===== src/include/crp_defs.svh =====
// timing, width and reset constants for the clocked response port
`ifndef CRP_DEFS_SVH
`define CRP_DEFS_SVH
`define CRP_CLK_MHZ 200
`define CRP_REF_MHZ 100
`define CRP_REF_DIV (`CRP_CLK_MHZ / `CRP_REF_MHZ)
`define CRP_NUM_CLKBLK 6
`define CRP_SEL_W 3
`define CRP_DIV_W 8
`define CRP_CNT_W 16
`define CRP_XFER_W 32
`define CRP_SLICE_W 6
`define CRP_PORT_W 4
`define CRP_CLK_SEL_RST 3'h0
`endif


===== src/include/crp_pkg.sv =====
// types shared by the clocked response port modules
`include "crp_defs.svh"
package crp_pkg;
  // core command codes, one-hot
  typedef enum logic [3:0] {
    CRP_OP_NONE = 4'b0001,
    CRP_OP_OUT = 4'b0010,
    CRP_OP_IN = 4'b0100,
    CRP_OP_SETCLK = 4'b1000
  } crp_op_t;
  // input start condition, one-hot
  typedef enum logic [2:0] {
    CRP_COND_NONE = 3'b001,
    CRP_COND_EQ = 3'b010,
    CRP_COND_NEQ = 3'b100
  } crp_cond_t;
  // clock block state
  typedef struct packed {
    logic [`CRP_DIV_W-1:0] cnt;
    logic tick;
  } crp_clkblk_st_t;
  // port state
  typedef struct packed {
    logic pd;
    logic ext_q;
    logic [`CRP_SEL_W-1:0] clk_sel;
    logic [`CRP_CNT_W-1:0] cnt;
    logic [`CRP_XFER_W-1:0] tr;
    logic tr_full;
    logic [`CRP_XFER_W-1:0] sh;
    logic [`CRP_SLICE_W-1:0] sh_cnt;
    logic timed;
    logic [`CRP_CNT_W-1:0] time_val;
    logic [`CRP_CNT_W-1:0] tstamp;
    logic [`CRP_XFER_W-1:0] pin_q;
    logic stb_out;
    logic [`CRP_XFER_W-1:0] rd_data;
    logic rd_valid;
    logic event_q;
  } crp_port_st_t;
endpackage


===== src/include/crp_clk_if.sv =====
// link between the port and one clock block
`timescale 1ns/100ps
`default_nettype none
`include "crp_defs.svh"
interface crp_clk_if;
  logic src_tick; // source edge enable
  logic [`CRP_DIV_W-1:0] div; // divide setting, n means n+1
  logic tick; // divided port clock enable
  modport blk(input src_tick, input div, output tick);
  modport user(output src_tick, output div, input tick);
endinterface
`default_nettype wire


===== src/logic/crp_clkblk.sv =====
// clock block: divides a source enable into a port clock enable
`timescale 1ns/100ps
`default_nettype none
`include "crp_defs.svh"
module crp_clkblk
  import crp_pkg::*;
(
  input wire logic clk,
  input wire logic reset,
  crp_clk_if.blk cb
);
  crp_clkblk_st_t s; // registered state
  crp_clkblk_st_t next_s; // next state

  // count source edges, pulse on wrap
  always_comb begin
    next_s = s;
    next_s.tick = 1'b0;
    if (cb.src_tick) begin
      if (s.cnt >= cb.div) begin
        next_s.cnt = '0;
        next_s.tick = 1'b1;
      end else begin
        next_s.cnt = s.cnt + 8'h01;
      end
    end
  end

  // state register
  always_ff @(posedge clk or posedge reset) begin
    if (reset) begin
      s <= '0;
    end else begin
      s <= next_s;
    end
  end

  assign cb.tick = s.tick;
endmodule
`default_nettype wire


===== src/logic/crp_port.sv =====
// programmable pin port with serializer, counter and six clock blocks
// Summary of operation
// RL1: one direction for all pins of port
// RL2: port width 1, 4, 8, 16 or 32
// RL3: drive pins or sample, optional start condition
// RL4: accepted port command completes in one cycle
// RL5: open collector drives zero, floats one
// RL6: data passes serializer and transfer register
// RL7: each port has a 16-bit counter
// RL8: counter readable; transfers wait for time
// RL9: counter captured as timestamp on transfer
// RL10: enabled link disconnects shared port pins
// RL11: narrower enabled port takes shared pins
// RL12: unshared pins remain with wider port
// RL13: words always keep the nominal width
// RL14: six clock blocks, block 0 at 100MHz
// RL15: clock block may use divided external clock
// RL16: strobes qualify input and accompany output
// RL17: after reset port uses clock block 0
// RL18: pin conditions raise events to scheduler
// RL19: pull-downs enabled while held in reset
// RL20: external sampling clock at most 60 MHz
// RL21: counter steps per port tick, wraps
// RL22: timed transfer on first matching tick
`timescale 1ns/100ps
`default_nettype none
`include "crp_defs.svh"
module crp_port
  import crp_pkg::*;
#(
  parameter int PW = `CRP_PORT_W, // RL2
  parameter int NCB = `CRP_NUM_CLKBLK
) (
  input wire logic CLK,
  input wire logic RESET,
  input wire logic CMD_VALID,
  input wire crp_op_t CMD_OP,
  input wire logic [`CRP_XFER_W-1:0] CMD_DATA,
  input wire logic CMD_TIMED,
  input wire logic [`CRP_CNT_W-1:0] CMD_TIME,
  output logic CMD_READY,
  output logic RD_VALID,
  output logic [`CRP_XFER_W-1:0] RD_DATA,
  input wire logic CFG_DIR_OUT,
  input wire logic CFG_OPEN_COLLECTOR,
  input wire crp_cond_t CFG_COND,
  input wire logic [PW-1:0] CFG_COND_VAL,
  input wire logic CFG_STROBE_IN_EN,
  input wire logic [NCB*`CRP_DIV_W-1:0] CLKBLK_DIV,
  input wire logic [NCB-1:0] CLKBLK_EXT_SRC,
  input wire logic EXT_CLK_PIN,
  input wire logic LINK_EN,
  input wire logic [PW-1:0] NARROW_OWN,
  input wire logic [PW-1:0] PIN_IN,
  output logic [PW-1:0] PIN_OUT,
  output logic [PW-1:0] PIN_OE,
  output logic PIN_PULLDN,
  input wire logic STROBE_FROM_EXTERNAL,
  output logic STROBE_TO_EXTERNAL,
  output logic [`CRP_CNT_W-1:0] PORT_COUNT,
  output logic [`CRP_CNT_W-1:0] TIMESTAMP,
  output logic EVENT
);
  // slices per transfer word, less one
  localparam logic [`CRP_SLICE_W-1:0] SLICES_M1 = `CRP_SLICE_W'(`CRP_XFER_W / PW - 1);
  // reset value: pull-downs on, clock block 0
  localparam crp_port_st_t ST_RST = '{pd: 1'b1, clk_sel: `CRP_CLK_SEL_RST, default: '0};

  crp_port_st_t s; // registered state
  crp_port_st_t next_s; // next state
  logic [NCB-1:0] ticks; // enables from all clock blocks
  logic tick; // selected port clock enable
  logic ext_rise; // rising edge on external clock pin
  logic [PW-1:0] own; // pins this port may use
  logic [PW-1:0] pins; // owned input pins
  logic [`CRP_XFER_W-1:0] pins32; // input pins widened
  logic cond_ok; // start condition met
  logic qual; // input sample qualified by strobe
  logic cmd_take; // command accepted this cycle
  logic xfer_now; // word moves at the transfer register

  // link takes all pins, narrower ports take theirs
  assign own = ~NARROW_OWN & {PW{~LINK_EN}}; // RL10 RL11 RL12
  assign pins = PIN_IN & own; // RL13
  assign pins32 = `CRP_XFER_W'(pins);
  assign ext_rise = EXT_CLK_PIN & ~s.ext_q;

  // clock blocks: block 0 from reference, others programmable
  genvar gi;
  generate
    for (gi = 0; gi < NCB; gi++) begin : g_cb
      crp_clk_if cbi ();
      if (gi == 0) begin : g_ref
        assign cbi.src_tick = 1'b1; // RL14
        assign cbi.div = `CRP_DIV_W'(`CRP_REF_DIV - 1); // RL14
      end else begin : g_prog
        assign cbi.src_tick = CLKBLK_EXT_SRC[gi] ? ext_rise : 1'b1; // RL15
        assign cbi.div = CLKBLK_DIV[gi*`CRP_DIV_W +: `CRP_DIV_W]; // RL14 RL15
      end
      crp_clkblk u_cb (
        .clk(CLK),
        .reset(RESET),
        .cb(cbi.blk)
      );
      assign ticks[gi] = cbi.tick;
    end
  endgenerate

  // port clock from the selected block
  assign tick = (32'(s.clk_sel) < NCB) ? ticks[s.clk_sel] : 1'b0; // RL17

  // start condition on the pin value
  always_comb begin
    case (CFG_COND)
      CRP_COND_EQ: cond_ok = (pins == (CFG_COND_VAL & own)); // RL3
      CRP_COND_NEQ: cond_ok = (pins != (CFG_COND_VAL & own)); // RL3
      default: cond_ok = 1'b1;
    endcase
  end

  // incoming strobe gates sampling when enabled
  assign qual = ~CFG_STROBE_IN_EN | STROBE_FROM_EXTERNAL; // RL16

  // out needs a free transfer register, in needs a full one
  always_comb begin
    case (CMD_OP)
      CRP_OP_OUT: CMD_READY = ~s.tr_full;
      CRP_OP_IN: CMD_READY = s.tr_full;
      default: CMD_READY = 1'b1;
    endcase
  end
  assign cmd_take = CMD_VALID & CMD_READY; // RL4

  // next state of the whole port
  always_comb begin
    next_s = s;
    xfer_now = 1'b0;
    next_s.pd = 1'b0; // RL19
    next_s.ext_q = EXT_CLK_PIN;
    next_s.rd_valid = 1'b0;
    next_s.event_q = 1'b0;
    // core command, done in this cycle
    if (cmd_take) begin
      case (CMD_OP)
        CRP_OP_OUT: begin
          next_s.tr = CMD_DATA; // RL6
          next_s.tr_full = 1'b1;
          next_s.timed = CMD_TIMED; // RL8
          next_s.time_val = CMD_TIME;
        end
        CRP_OP_IN: begin
          next_s.rd_data = s.tr; // RL4
          next_s.rd_valid = 1'b1;
          next_s.tr_full = 1'b0;
          next_s.timed = CMD_TIMED; // RL8
          next_s.time_val = CMD_TIME;
        end
        CRP_OP_SETCLK: begin
          next_s.clk_sel = CMD_DATA[`CRP_SEL_W-1:0];
        end
        default: begin
        end
      endcase
    end
    // port clock edge
    if (tick) begin
      next_s.cnt = s.cnt + 16'h0001; // RL7 RL21
      if (CFG_DIR_OUT) begin
        if (s.sh_cnt != '0) begin
          // next slice of the word being sent
          next_s.pin_q = '0;
          next_s.pin_q[PW-1:0] = s.sh[PW-1:0]; // RL6
          next_s.sh = s.sh >> PW;
          next_s.sh_cnt = s.sh_cnt - 6'h01;
          next_s.stb_out = 1'b1; // RL16
        end else if (s.tr_full && (!s.timed || s.cnt == s.time_val)) begin
          // word leaves the transfer register
          xfer_now = 1'b1;
          next_s.pin_q = '0;
          next_s.pin_q[PW-1:0] = s.tr[PW-1:0]; // RL22
          next_s.sh = s.tr >> PW;
          next_s.sh_cnt = SLICES_M1; // RL13
          next_s.tr_full = 1'b0;
          next_s.timed = 1'b0;
          next_s.tstamp = s.cnt; // RL9
          next_s.event_q = 1'b1; // RL18
          next_s.stb_out = 1'b1; // RL16
        end else begin
          next_s.stb_out = 1'b0; // pins keep last value
        end
      end else begin
        next_s.stb_out = 1'b0;
        // start a word only on condition and time
        if (!s.tr_full && qual &&
            (s.sh_cnt != '0 ||
             (cond_ok && (!s.timed || s.cnt == s.time_val)))) begin // RL3 RL22
          next_s.sh = (s.sh >> PW) | (pins32 << (`CRP_XFER_W - PW)); // RL6
          if (s.sh_cnt == SLICES_M1) begin
            // full word into the transfer register
            xfer_now = 1'b1;
            next_s.tr = (s.sh >> PW) | (pins32 << (`CRP_XFER_W - PW)); // RL13
            next_s.tr_full = 1'b1;
            next_s.sh_cnt = '0;
            next_s.timed = 1'b0;
            next_s.tstamp = s.cnt; // RL9
            next_s.event_q = 1'b1; // RL18
          end else begin
            next_s.sh_cnt = s.sh_cnt + 6'h01;
            // time was met at the first slice, later slices need strobe only
            next_s.timed = 1'b0; // RL22
          end
        end
      end
    end
  end

  // state register
  always_ff @(posedge CLK or posedge RESET) begin
    if (RESET) begin
      s <= ST_RST;
    end else begin
      s <= next_s;
    end
  end

  // pin drive: direction, ownership, open collector, reset
  always_comb begin
    if (CFG_OPEN_COLLECTOR) begin
      PIN_OUT = '0; // RL5
      PIN_OE = own & ~s.pin_q[PW-1:0] & {PW{CFG_DIR_OUT & ~s.pd}}; // RL5 RL1
    end else begin
      PIN_OUT = s.pin_q[PW-1:0];
      PIN_OE = own & {PW{CFG_DIR_OUT & ~s.pd}}; // RL1 RL12
    end
  end

  // registered outputs
  assign PIN_PULLDN = s.pd; // RL19
  assign STROBE_TO_EXTERNAL = s.stb_out;
  assign PORT_COUNT = s.cnt; // RL8
  assign TIMESTAMP = s.tstamp;
  assign RD_VALID = s.rd_valid;
  assign RD_DATA = s.rd_data;
  assign EVENT = s.event_q;
endmodule
`default_nettype wire


===== config.mk =====
export PLATFORM = sky130hd
export DESIGN_NAME = crp_port
export DESIGN_NICKNAME = d
export VERILOG_FILES = /design/src/include/crp_pkg.sv /design/src/include/crp_clk_if.sv /design/src/logic/crp_clkblk.sv /design/src/logic/crp_port.sv
export VERILOG_INCLUDE_DIRS = /design/src /design/src/include
export SDC_FILE = /design/constraint.sdc
export NUM_CORES = 1
export LEC_CHECK = 0
export ABC_CLOCK_PERIOD_IN_PS = 6530
export BUFFER_PORTS_ARGS = -buffer_cell sky130_fd_sc_hd__buf_4
export CORE_AREA = 2 2 164 182
export CTS_CLUSTER_DIAMETER = 30
export CTS_CLUSTER_SIZE = 16
export DETAILED_ROUTE_END_ITERATION = 6
export DIE_AREA = 0 0 166 184
export GPL_TIMING_DRIVEN = 0
export PLACE_DENSITY = 0.72
export SYNTH_ARGS = -nofsm -noshare
export SYNTH_HDL_FRONTEND = slang
export SYNTH_SLANG_ARGS = --single-unit

===== constraint.sdc =====
create_clock -name CLK -period 6.53 [get_ports CLK]
set_input_delay 0.653 -clock CLK [delete_from_list [all_inputs] [get_ports CLK]]
set_output_delay 0.653 -clock CLK [all_outputs]
set_load 0.01 [all_outputs]

==> metrics.txt, run 1 <==
Reg clk slew, reported paths=0.05 ns; Clock Sinks=218; die area=30,500 um2; post-CTS sizing=0; Worst IR Drop VDD=214 uV; initial DRC count=554; DRC=0; Clock Tree Root=clkbuf_16; H-tree levels=2; Setup Skew=0.0322 ns; worst hold path type=primary input to async pin; worst setup path class=flop to flop; CP Max Fanout=10; vias in the first global route=9,417; Detailed Place HPWL=21.2 mm; Avg Cell Area, Syn=9.70 um2; EDFF count, synth=0; Slew HR=0.230; largest net degree at the start of global routing=43; commonest non-fill, non-tap cell in the layout=buf_4; Worst-Skew Late Latency=0.55 ns; fin. max-slew vios=0; port bufs=197; cell area power density=380 nW/um2; final setup violation count=0; Vias=9,261; TritonCTS buffer count=45; mux contribution to synthesized area=0.0742; Unique masters post-synth=61; leak pwr=7.32 nW; final worst slack=3.37 ns; Period minus WS final=3.16 ns; via/cell ratio=5.06; clock tree from TritonCTS=yes; Top Ports=208; fmax=317 MHz; Area Growth Syn to Fin=32.0%; Final Hold Viols=0; Worst Path Required=6.95 ns; GRT Overall Usage=0.190; Synth Area in XOR/XNOR=0.0347; Net count, final=1,607; Fill cells=2,552; worst slack at placement=3.04 ns; die height=184 um; Syn Inst Count=1,171; clock buffer depth=3; Adder-Cell Fraction of Synth Area=0.0562; area share of and/or/nand/nor cells after synthesis=0.162; Critical Path End Type=flop; actual slew at the worst max-slew pin=1.15 ns; synthesized area=11,400 um2; gp weighted congestion=0.883; TNS Setup=0 ns; startpoint types=flop; status=finished, final reports clean; async set or reset register ratio after synthesis=1.00; most frequent cells in the layout=buf_4 (266), nand2_1 (222), dfrtp_1 (217); Yosys reg bits=218; Worst Path Arrival=3.58 ns; RSZ-0062 raised after global routing=no; first-pass GRT wire length=47.6 mm; Diodes inserted=0; Routed Antenna Nets=0; Overflow after GRT=0; wire length per cell=16.0 um; share of layout cells above drive strength 1=0.283; post-CTS setup buffer count=0; drt total wl=29.2 mm; drt pass-1 iters=6; initial core utilization=0.398; largest family of logic cells by synthesized area=simple AND/OR/NAND/NOR gates; DIE WIDTH=166 um; Design Power=5.69 mW; top_reg_cell synth=dfrtp_1; final worst path period share=0.483; row count=65; initial antenna violation count=0; Core ar.=28,500 um2; # hold bufs at CTS=0; YS warnings=0; Max Cap Viol=0; sequential area share after synthesis=0.481; Compound-Gate Fraction of Synth Area=0.111
[worst paths after layout]
kind,from,end,slack [ns],cells past startpoint
setup / recovery,PORT_COUNT[4],s[100],3.37,10
hold / removal,RESET,TIMESTAMP[0],0.22,2
setup reg to reg,PORT_COUNT[4],s[100],3.37,10
hold reg to reg,RD_DATA[28],RD_DATA[28],0.47,2
max in group asynchronous,RESET,RD_DATA[11],5.14,5
min in group CLK,EXT_CLK_PIN,s[190],0.25,1
[critical path: stages (launching register included)]
cell      delay [ns]
dfrtp_1         0.38
clkbuf_2        0.17
xnor2_1         0.20
nand4_1         0.11
nor4_1          0.47
nor2_1          0.16
nor3_1          0.75
o21ai_2         0.25
clkbuf_1        0.29
a21oi_1         0.18
mux2i_1         0.09
[area by class of cell]
class / count / area, um2 / share of cell area
Buffer: 109 / 716 / 0.0478
Clock buffer: 52 / 1200 / 0.0802
Clock inverter: 31 / 365 / 0.0244
Inverter: 54 / 206 / 0.0138
Multi-Input combinational cell: 795 / 5000 / 0.334
Sequential cell: 218 / 5460 / 0.364
Tap cell: 368 / 460 / 0.0307
Timing Repair Buffer: 202 / 1580 / 0.105
[flip-flops by register name (all words and copies together), names as in the netlist]
register,count
TIMESTAMP,16
RD_DATA,32
PIN_PULLDN,1
g_cb.u_cb.cb.tick,6
RD_VALID,1
g_cb.u_cb.s,48
EVENT,1
s,96
STROBE_TO_EXTERNAL,1
PORT_COUNT,16
[logic make-up (layout without fill, tap and decap cells)]
group	Yosys count	after routing
xor+xnor	45	45
simple gates	409	409
compound gates	209	209
other cells	1	6
fa+ha+maj	51	51
flops	218	218
mux	75	75
buf+inv	163	448
[cells in the mapped netlist, drive strengths merged (2+ instances only)]
cell type | number | area [um2]
buf | 83 | 617
a211oi | 4 | 30.0
o22a | 2 | 17.5
a22o | 2 | 17.5
ha | 51 | 638
and3 | 12 | 75.1
mux2 | 36 | 439
nand2 | 223 | 840
xor2 | 15 | 131
o21a | 5 | 37.5
a22oi | 29 | 218
nor4b | 2 | 17.5
nor2b | 15 | 93.8
nand4 | 12 | 75.1
and2 | 9 | 56.3
inv | 54 | 203
o211a | 4 | 40.0
nor4 | 2 | 12.5
or3b | 2 | 20.0
or2 | 5 | 31.3
nor3 | 15 | 75.1
o21ai | 110 | 554
a21o | 5 | 37.5
or3 | 4 | 25.0
mux2i | 38 | 380
nor2 | 51 | 196
xnor2 | 30 | 263
dfrtp | 217 | 5430
a2111oi | 4 | 35.0
o22ai | 3 | 18.8
o31ai | 6 | 45.0
clkbuf | 26 | 98.8
nand3 | 35 | 175
nand2b | 18 | 113
a21oi | 28 | 151
[through the flow]
step,instance area (um2),util,hold WS [ns],std cells
3_3_place_gp,13300,0.466,0.461,1741
4_1_cts,15000,0.525,0.223,1829
5_1_grt,15000,0.525,0.237,1829
6_report,15000,0.525,0.220,1829
2_1_floorplan,11400,-,0.447,1176
3_5_place_dp,13400,0.470,0.464,1746
[report_power, final]
part / internal [mW] / switching (mW)
Combinational: 0.673 / 0.649
Clock: 1.50 / 0.815
Sequential: 1.70 / 0.350
Total: 3.87 / 1.82
[metal layers]
| layer | vias to the layer above | share of wire | track usage |
|---|---|---|---|
| met4 | 0 | 0.022 | 0.0623 |
| met2 | 274 | 0.49 | 0.325 |
| li1 | 4438 | - | - |
| met3 | 49 | 0.056 | 0.0372 |
| met5 | - | 0 | 0 |
| met1 | 4500 | 0.43 | 0.241 |
(Power assumes the default switching activity.)
==> run 2: changes to the inputs <==
--- a/config.mk
+++ b/config.mk
@@ -6,7 +6,7 @@
 export SDC_FILE = /design/constraint.sdc
 export NUM_CORES = 1
 export LEC_CHECK = 0
-export ABC_CLOCK_PERIOD_IN_PS = 6530
+export ABC_CLOCK_PERIOD_IN_PS = 2700
 export BUFFER_PORTS_ARGS = -buffer_cell sky130_fd_sc_hd__buf_4
 export CORE_AREA = 2 2 164 182
 export CTS_CLUSTER_DIAMETER = 30
==> constraint.sdc (replaced) <==
create_clock -name CLK -period 2.7 [get_ports CLK]
set_input_delay 0.27 -clock CLK [delete_from_list [all_inputs] [get_ports CLK]]
set_output_delay 0.27 -clock CLK [all_outputs]
set_load 0.01 [all_outputs]
==> run 2 against run 1 <==
Effect of this change:
- combinational power grew to 2.8 times the previous value
- maximum frequency grew 18%
- routed wire length grew 4.5%
- first-iteration DRC count shrank 11%
==> metrics.txt, run 2 (synthesis gave the netlist of run 1 again) <==
H-tree levels=2 (unchanged); cell area power density=903 nW/um2 (+140%); initial DRC count=493 (-11%); wire length per cell=16.2 um (+1.5%); port bufs=197 (unchanged); Finished Layout Cells=1,883 (+3.0%); Net count, final=1,659 (+3.2%); Worst Path Required=3.14 ns (-3.81 ns); DIE WIDTH=166 um (unchanged); TNS Setup=0 ns (unchanged); Setup Skew=0.0304 ns (-0.00184 ns); Vias=9,540 (+3.0%); Critical Path End Type=flop; Placed Cells=1,746 (unchanged); leak pwr=7.67 nW (+4.9%); Max Cap Viol=0 (unchanged); clock tree from TritonCTS=yes; Reg clk slew, reported paths=0.05 ns (about the same); gp weighted congestion=0.883 (unchanged); Clock Tree Root=clkbuf_16; die height=184 um (unchanged); Design Power=14.2 mW (+150%); Clock Sinks=218 (unchanged); GRT Overall Usage=0.196 (+0.00593); actual slew at the worst max-slew pin=0.659 ns (-0.491 ns); most frequent cells in the layout=buf_4 (289), nand2_1 (220), dfrtp_1 (206); drt total wl=30.5 mm (+4.5%); placed instance area=13,400 um2 (unchanged); TritonCTS buffer count=45 (unchanged); commonest non-fill, non-tap cell in the layout=buf_4; Worst Path Arrival=3.11 ns (-0.47 ns); worst hold path type=primary input to flop; Top Ports=208 (unchanged); Final Hold Viols=0 (unchanged); row count=65 (unchanged); initial antenna violation count=2 (+2); final instance area=15,800 um2 (+5.2%); status=finished, final reports clean; vias in the first global route=9,742 (+3.5%); Fill cells=2,457 (-3.7%); Core ar.=28,500 um2 (unchanged); final setup violation count=0 (unchanged); drt pass-1 iters=5 (-1); first-pass GRT wire length=49.1 mm (+3.1%); share of layout cells above drive strength 1=0.323 (+0.0398); Detailed Place HPWL=21.2 mm (unchanged); Routed Antenna Nets=0 (unchanged); fmax=374 MHz (+18%); largest register by flop count=s; Worst-Skew Late Latency=0.55 ns (about the same); max incr delay on CP=0.56 ns (-0.19 ns); final worst slack=0.0289 ns (-3.35 ns); DRC=0 (unchanged); CP Max Fanout=10 (unchanged); Area Growth Syn to Fin=38.8%; die area=30,500 um2 (unchanged); Worst IR Drop VDD=529 uV (+150%); RSZ-0062 raised after global routing=yes; via/cell ratio=5.07 (about the same); Largest register FFs=96 (unchanged); critical path's slowest cell=nor3_2; CP cell instances=xnor2_2 > nand4_1 > nor4_4 > nor2_4 > nor3_2 > o21ai_4 > buf_4 > buf_6 > o21ai_0; startpoint types=flop; clock buffer depth=3 (unchanged); worst slack at placement=-0.521 ns (-3.56 ns); Slew HR=0.560 (+0.330); final worst path period share=0.989 (+0.506); initial core utilization=0.398 (unchanged); Period minus WS final=2.67 ns (-0.484 ns); fin. max-slew vios=0 (unchanged); largest net degree at the start of global routing=43 (unchanged); Overflow after GRT=0 (unchanged); worst setup path class=flop to flop
run 2: final cells by class:
| class | instances | area, um2 | area share |
|---|---|---|---|
| flip-flops and latches | 218 | 5470 | 0.347 |
| multi-input cells | 795 | 5140 | 0.326 |
| repair buffers | 259 | 2130 | 0.135 |
| clock buffers | 52 | 1200 | 0.0763 |
| plain buffers | 104 | 777 | 0.0493 |
| well taps | 368 | 460 | 0.0292 |
| clock inverters | 31 | 365 | 0.0232 |
| inverters | 54 | 206 | 0.0131 |
| diodes | 2 | 5.00 | 0.000318 |
run 2: path summary, 6_finish.rpt:
check / slack (ns) / start / depth (start not counted) / endpoint
max: 0.03 / PORT_COUNT[10] / 9 / s[116]
min: 0.02 / CMD_DATA[23] / 3 / s[162]
max reg2reg: 0.03 / PORT_COUNT[10] / 9 / s[116]
min reg2reg: 0.47 / RD_DATA[23] / 2 / RD_DATA[23]
max in group asynchronous: 1.14 / RESET / 6 / RD_DATA[9]
min in group asynchronous: 0.39 / RESET / 3 / TIMESTAMP[0]
run 2: critical path, delay by kind of cell, from the launching register on:
family          cells  cell delay [ns]
flops               1             0.42
simple gates        4             1.24
compound gates      2             0.41
buf+inv             2             0.32
xor+xnor            1             0.18
run 2: routing by layer:
metal	part of all wire	vias to the layer above	GRT usage
li1	-	4545	-
met1	0.42	4653	0.247
met2	0.50	285	0.337
met3	0.054	57	0.0360
met4	0.027	0	0.0692
met5	0	-	0
run 2: timing repair:
action | 4_1_cts | 5_1_grt
hold buffers | 25 | 0
gates cloned | 1 | 1
hold endpoints to repair | 49 | 0
buffers inserted | 22 | 9
pin swaps | 11 | 7
setup endpoints to repair | 90 | 120
resized for setup | 40 | 61
run 2: through the flow:
step	hold slack [ns]	utilization
after floorplan	0.301	-
final	0.0188	0.552
after global routing	0.0119	0.552
after global placement	0.395	0.466
after detailed placement	0.397	0.470
after CTS	0.00102	0.544
run 2: power by group:
group / switching [mW] / internal [mW] / total [mW]
sequential: 0.864 / 4.11 / 4.98
clock: 1.98 / 3.64 / 5.62
combinational: 1.73 / 1.91 / 3.64
==> run 3: changes to the inputs <==
--- a/config.mk
+++ b/config.mk
@@ -15,6 +15,7 @@
 export DIE_AREA = 0 0 166 184
 export GPL_TIMING_DRIVEN = 0
 export PLACE_DENSITY = 0.72
+export RECOVER_POWER = 25
 export SYNTH_ARGS = -nofsm -noshare
 export SYNTH_HDL_FRONTEND = slang
 export SYNTH_SLANG_ARGS = --single-unit
==> run 3 against run 2 <==
Effect of this change:
- first-iteration DRC count rose by 2.0%
- global-route usage unchanged
- sequential share of layout area grew 0.11 points
- combinational power hardly changed
- largest power group unchanged
- count of clock-buffer cells in the layout is the same
- critical path type unchanged
- design area shrank 0.31%
- flip-flop and latch count stayed put
- highest routed layer unchanged
- final cell count did not move
- non-clock buffer count stayed put
==> metrics.txt, run 3 (synthesis gave the netlist of run 1 again) <==
status=finished, final reports clean; WHS Path Cells=3 (unchanged); highest routed layer=met4; Core ar.=28,500 um2 (unchanged); via/cell ratio=5.08 (+0.25%); share of layout cells above drive strength 1=0.320 (-0.00330); drt total wl=30.5 mm (about the same); Fill cells=2,465 (+0.33%); largest register by flop count=s; cell area power density=905 nW/um2 (+0.23%); RSZ-0062 raised after global routing=yes; final worst path period share=0.985 (-0.00401); Top Ports=208 (unchanged); Area Growth Syn to Fin=38.4%; Final Hold Viols=0 (unchanged); initial core utilization=0.398 (unchanged); clock tree from TritonCTS=yes; Max Cap Viol=0 (unchanged); Worst Hold End=s[162]; drt pass-1 iters=6 (+1); row count=65 (unchanged); largest net degree at the start of global routing=43 (unchanged); final core occ=0.550 (-0.00171); worst setup path class=flop to flop; Setup Skew=0.0338 ns (+0.00344 ns); Period minus WS final=2.66 ns (-0.0108 ns); Routed met3 length=1.83 mm (+12%); startpoint types=flop; multi-input logic area=5140 um2 (unchanged); final setup violation count=0 (unchanged); Clock Sinks=218 (unchanged); vias in the first global route=9,742 (unchanged); Overflow after GRT=0 (unchanged); Largest register FFs=96 (unchanged); Worst Path Arrival=3.07 ns (-0.04 ns); most frequent cells in the layout=buf_4 (283), nand2_1 (220), dfrtp_1 (206); Worst IR Drop VDD=534 uV (+0.82%); clock buffer depth=3 (unchanged); R2R depth=12 (+3); port bufs=197 (unchanged); Slew HR=0.144 (-0.417); R2R Setup Slk=0.04 ns (about the same); Worst Path Required=3.11 ns (-0.03 ns); TritonCTS buffer count=45 (unchanged); GRT Overall Usage=0.196 (unchanged); gp weighted congestion=0.883 (unchanged); fin. max-slew vios=0 (unchanged); first-pass GRT wire length=49.1 mm (unchanged); wl on met1=12.7 mm (-1.2%); Routed Antenna Nets=0 (unchanged); CP Max Fanout=5 (-5); Critical R2R Capture=TIMESTAMP[2]; fmax=376 MHz (+0.41%); RR Startpoint=s[101]; die area=30,500 um2 (unchanged); Critical Path End Type=flop; Reg clk slew, reported paths=0.05 ns (about the same); worst hold path type=primary input to flop; H-tree levels=2 (unchanged); DIE WIDTH=166 um (unchanged); Detailed Place HPWL=21.2 mm (unchanged); metal2 WL=15.1 mm (-0.30%); Seq. cell area=5470 um2 (unchanged); Design Power=14.2 mW (about the same); actual slew at the worst max-slew pin=1.28 ns (+0.618 ns); Clock Tree Root=clkbuf_16; leak pwr=7.64 nW (-0.39%); Net count, final=1,659 (unchanged); hold path start=CMD_DATA[23]; wire length per cell=16.2 um (about the same); Worst-Skew Late Latency=0.55 ns (about the same); commonest non-fill, non-tap cell in the layout=buf_4; initial antenna violation count=2 (unchanged); initial DRC count=503 (+2.0%); DRC=0 (unchanged); Vias=9,564 (+0.25%); die height=184 um (unchanged)
==> run 3: cell count changes in the layout (fill, tap and decap cells not counted) <==
cell / change
buf_12: -2
buf_4: -6
clkbuf_1: +5
clkbuf_2: +1
clkbuf_4: +2
clkinvlp_2: +1
clkinvlp_4: -1
==> run 3: report_power, final <==
group	switching, mW	internal (mW)
registers	0.862	4.11
logic	1.73	1.90
clock network	1.98	3.64
==> run 3: worst max path at each step <==
stage	startpoint	end	cells after the start
after floorplan	RESET	EVENT	1
after global placement	RESET	RD_DATA[23]	2
after detailed placement	PORT_COUNT[7]	s[132]	9
after CTS	s[101]	TIMESTAMP[4]	13
after global routing	PORT_COUNT[10]	s[121]	10
final	s[101]	TIMESTAMP[2]	12
==> run 3: timing repair <==
item | CTS | global route
endpoints found under the setup margin | 90 | 120
gates cloned | 1 | 1
gates resized for setup | 40 | 61
hold endpoints to repair | 49 | 0
setup buffers | 22 | 9
pin swaps | 11 | 7
hold buffers | 25 | 0
==> run 3: final cells by class <==
class	count	area share
repair buffers	259	0.133
multi-input cells	795	0.327
plain buffers	104	0.0495
clock inverters	31	0.0233
well taps	368	0.0293
inverters	54	0.0130
clock buffers	52	0.0765
diodes	2	0.000319
flip-flops and latches	218	0.348
==> run 3: routing by layer <==
metal	track usage	up-vias
li1	-	4542
met3	0.0360	58
met5	0	-
met4	0.0692	0
met2	0.337	298
met1	0.247	4666
==> run 3: worst max-delay path: stages (launching register included) <==
cell,delay [ns]
dfrtp_1,0.39
inv_2,0.09
ha_4,0.13
or3b_4,0.37
or3_1,0.33
buf_6,0.14
a21oi_4,0.11
or3_4,0.14
nor2_2,0.03
o21a_2,0.23
buf_12,0.14
buf_12,0.13
mux2_4,0.29
==> run 3: per-stage QoR <==
step                      cells  area (um2)  setup WS [ns]  TNS (ns)  hold WS [ns]
after global routing       1883       15700        -0.0784     -1.28        0.0119
after CTS                  1874       15500        -0.0969    -0.866       0.00102
final                      1883       15700         0.0397         0        0.0142
after detailed placement   1746       13400         -0.521    -36.66         0.397
after floorplan            1176       11400         -0.409    -88.82         0.301
after global placement     1741       13300          -1.78   -415.80         0.395
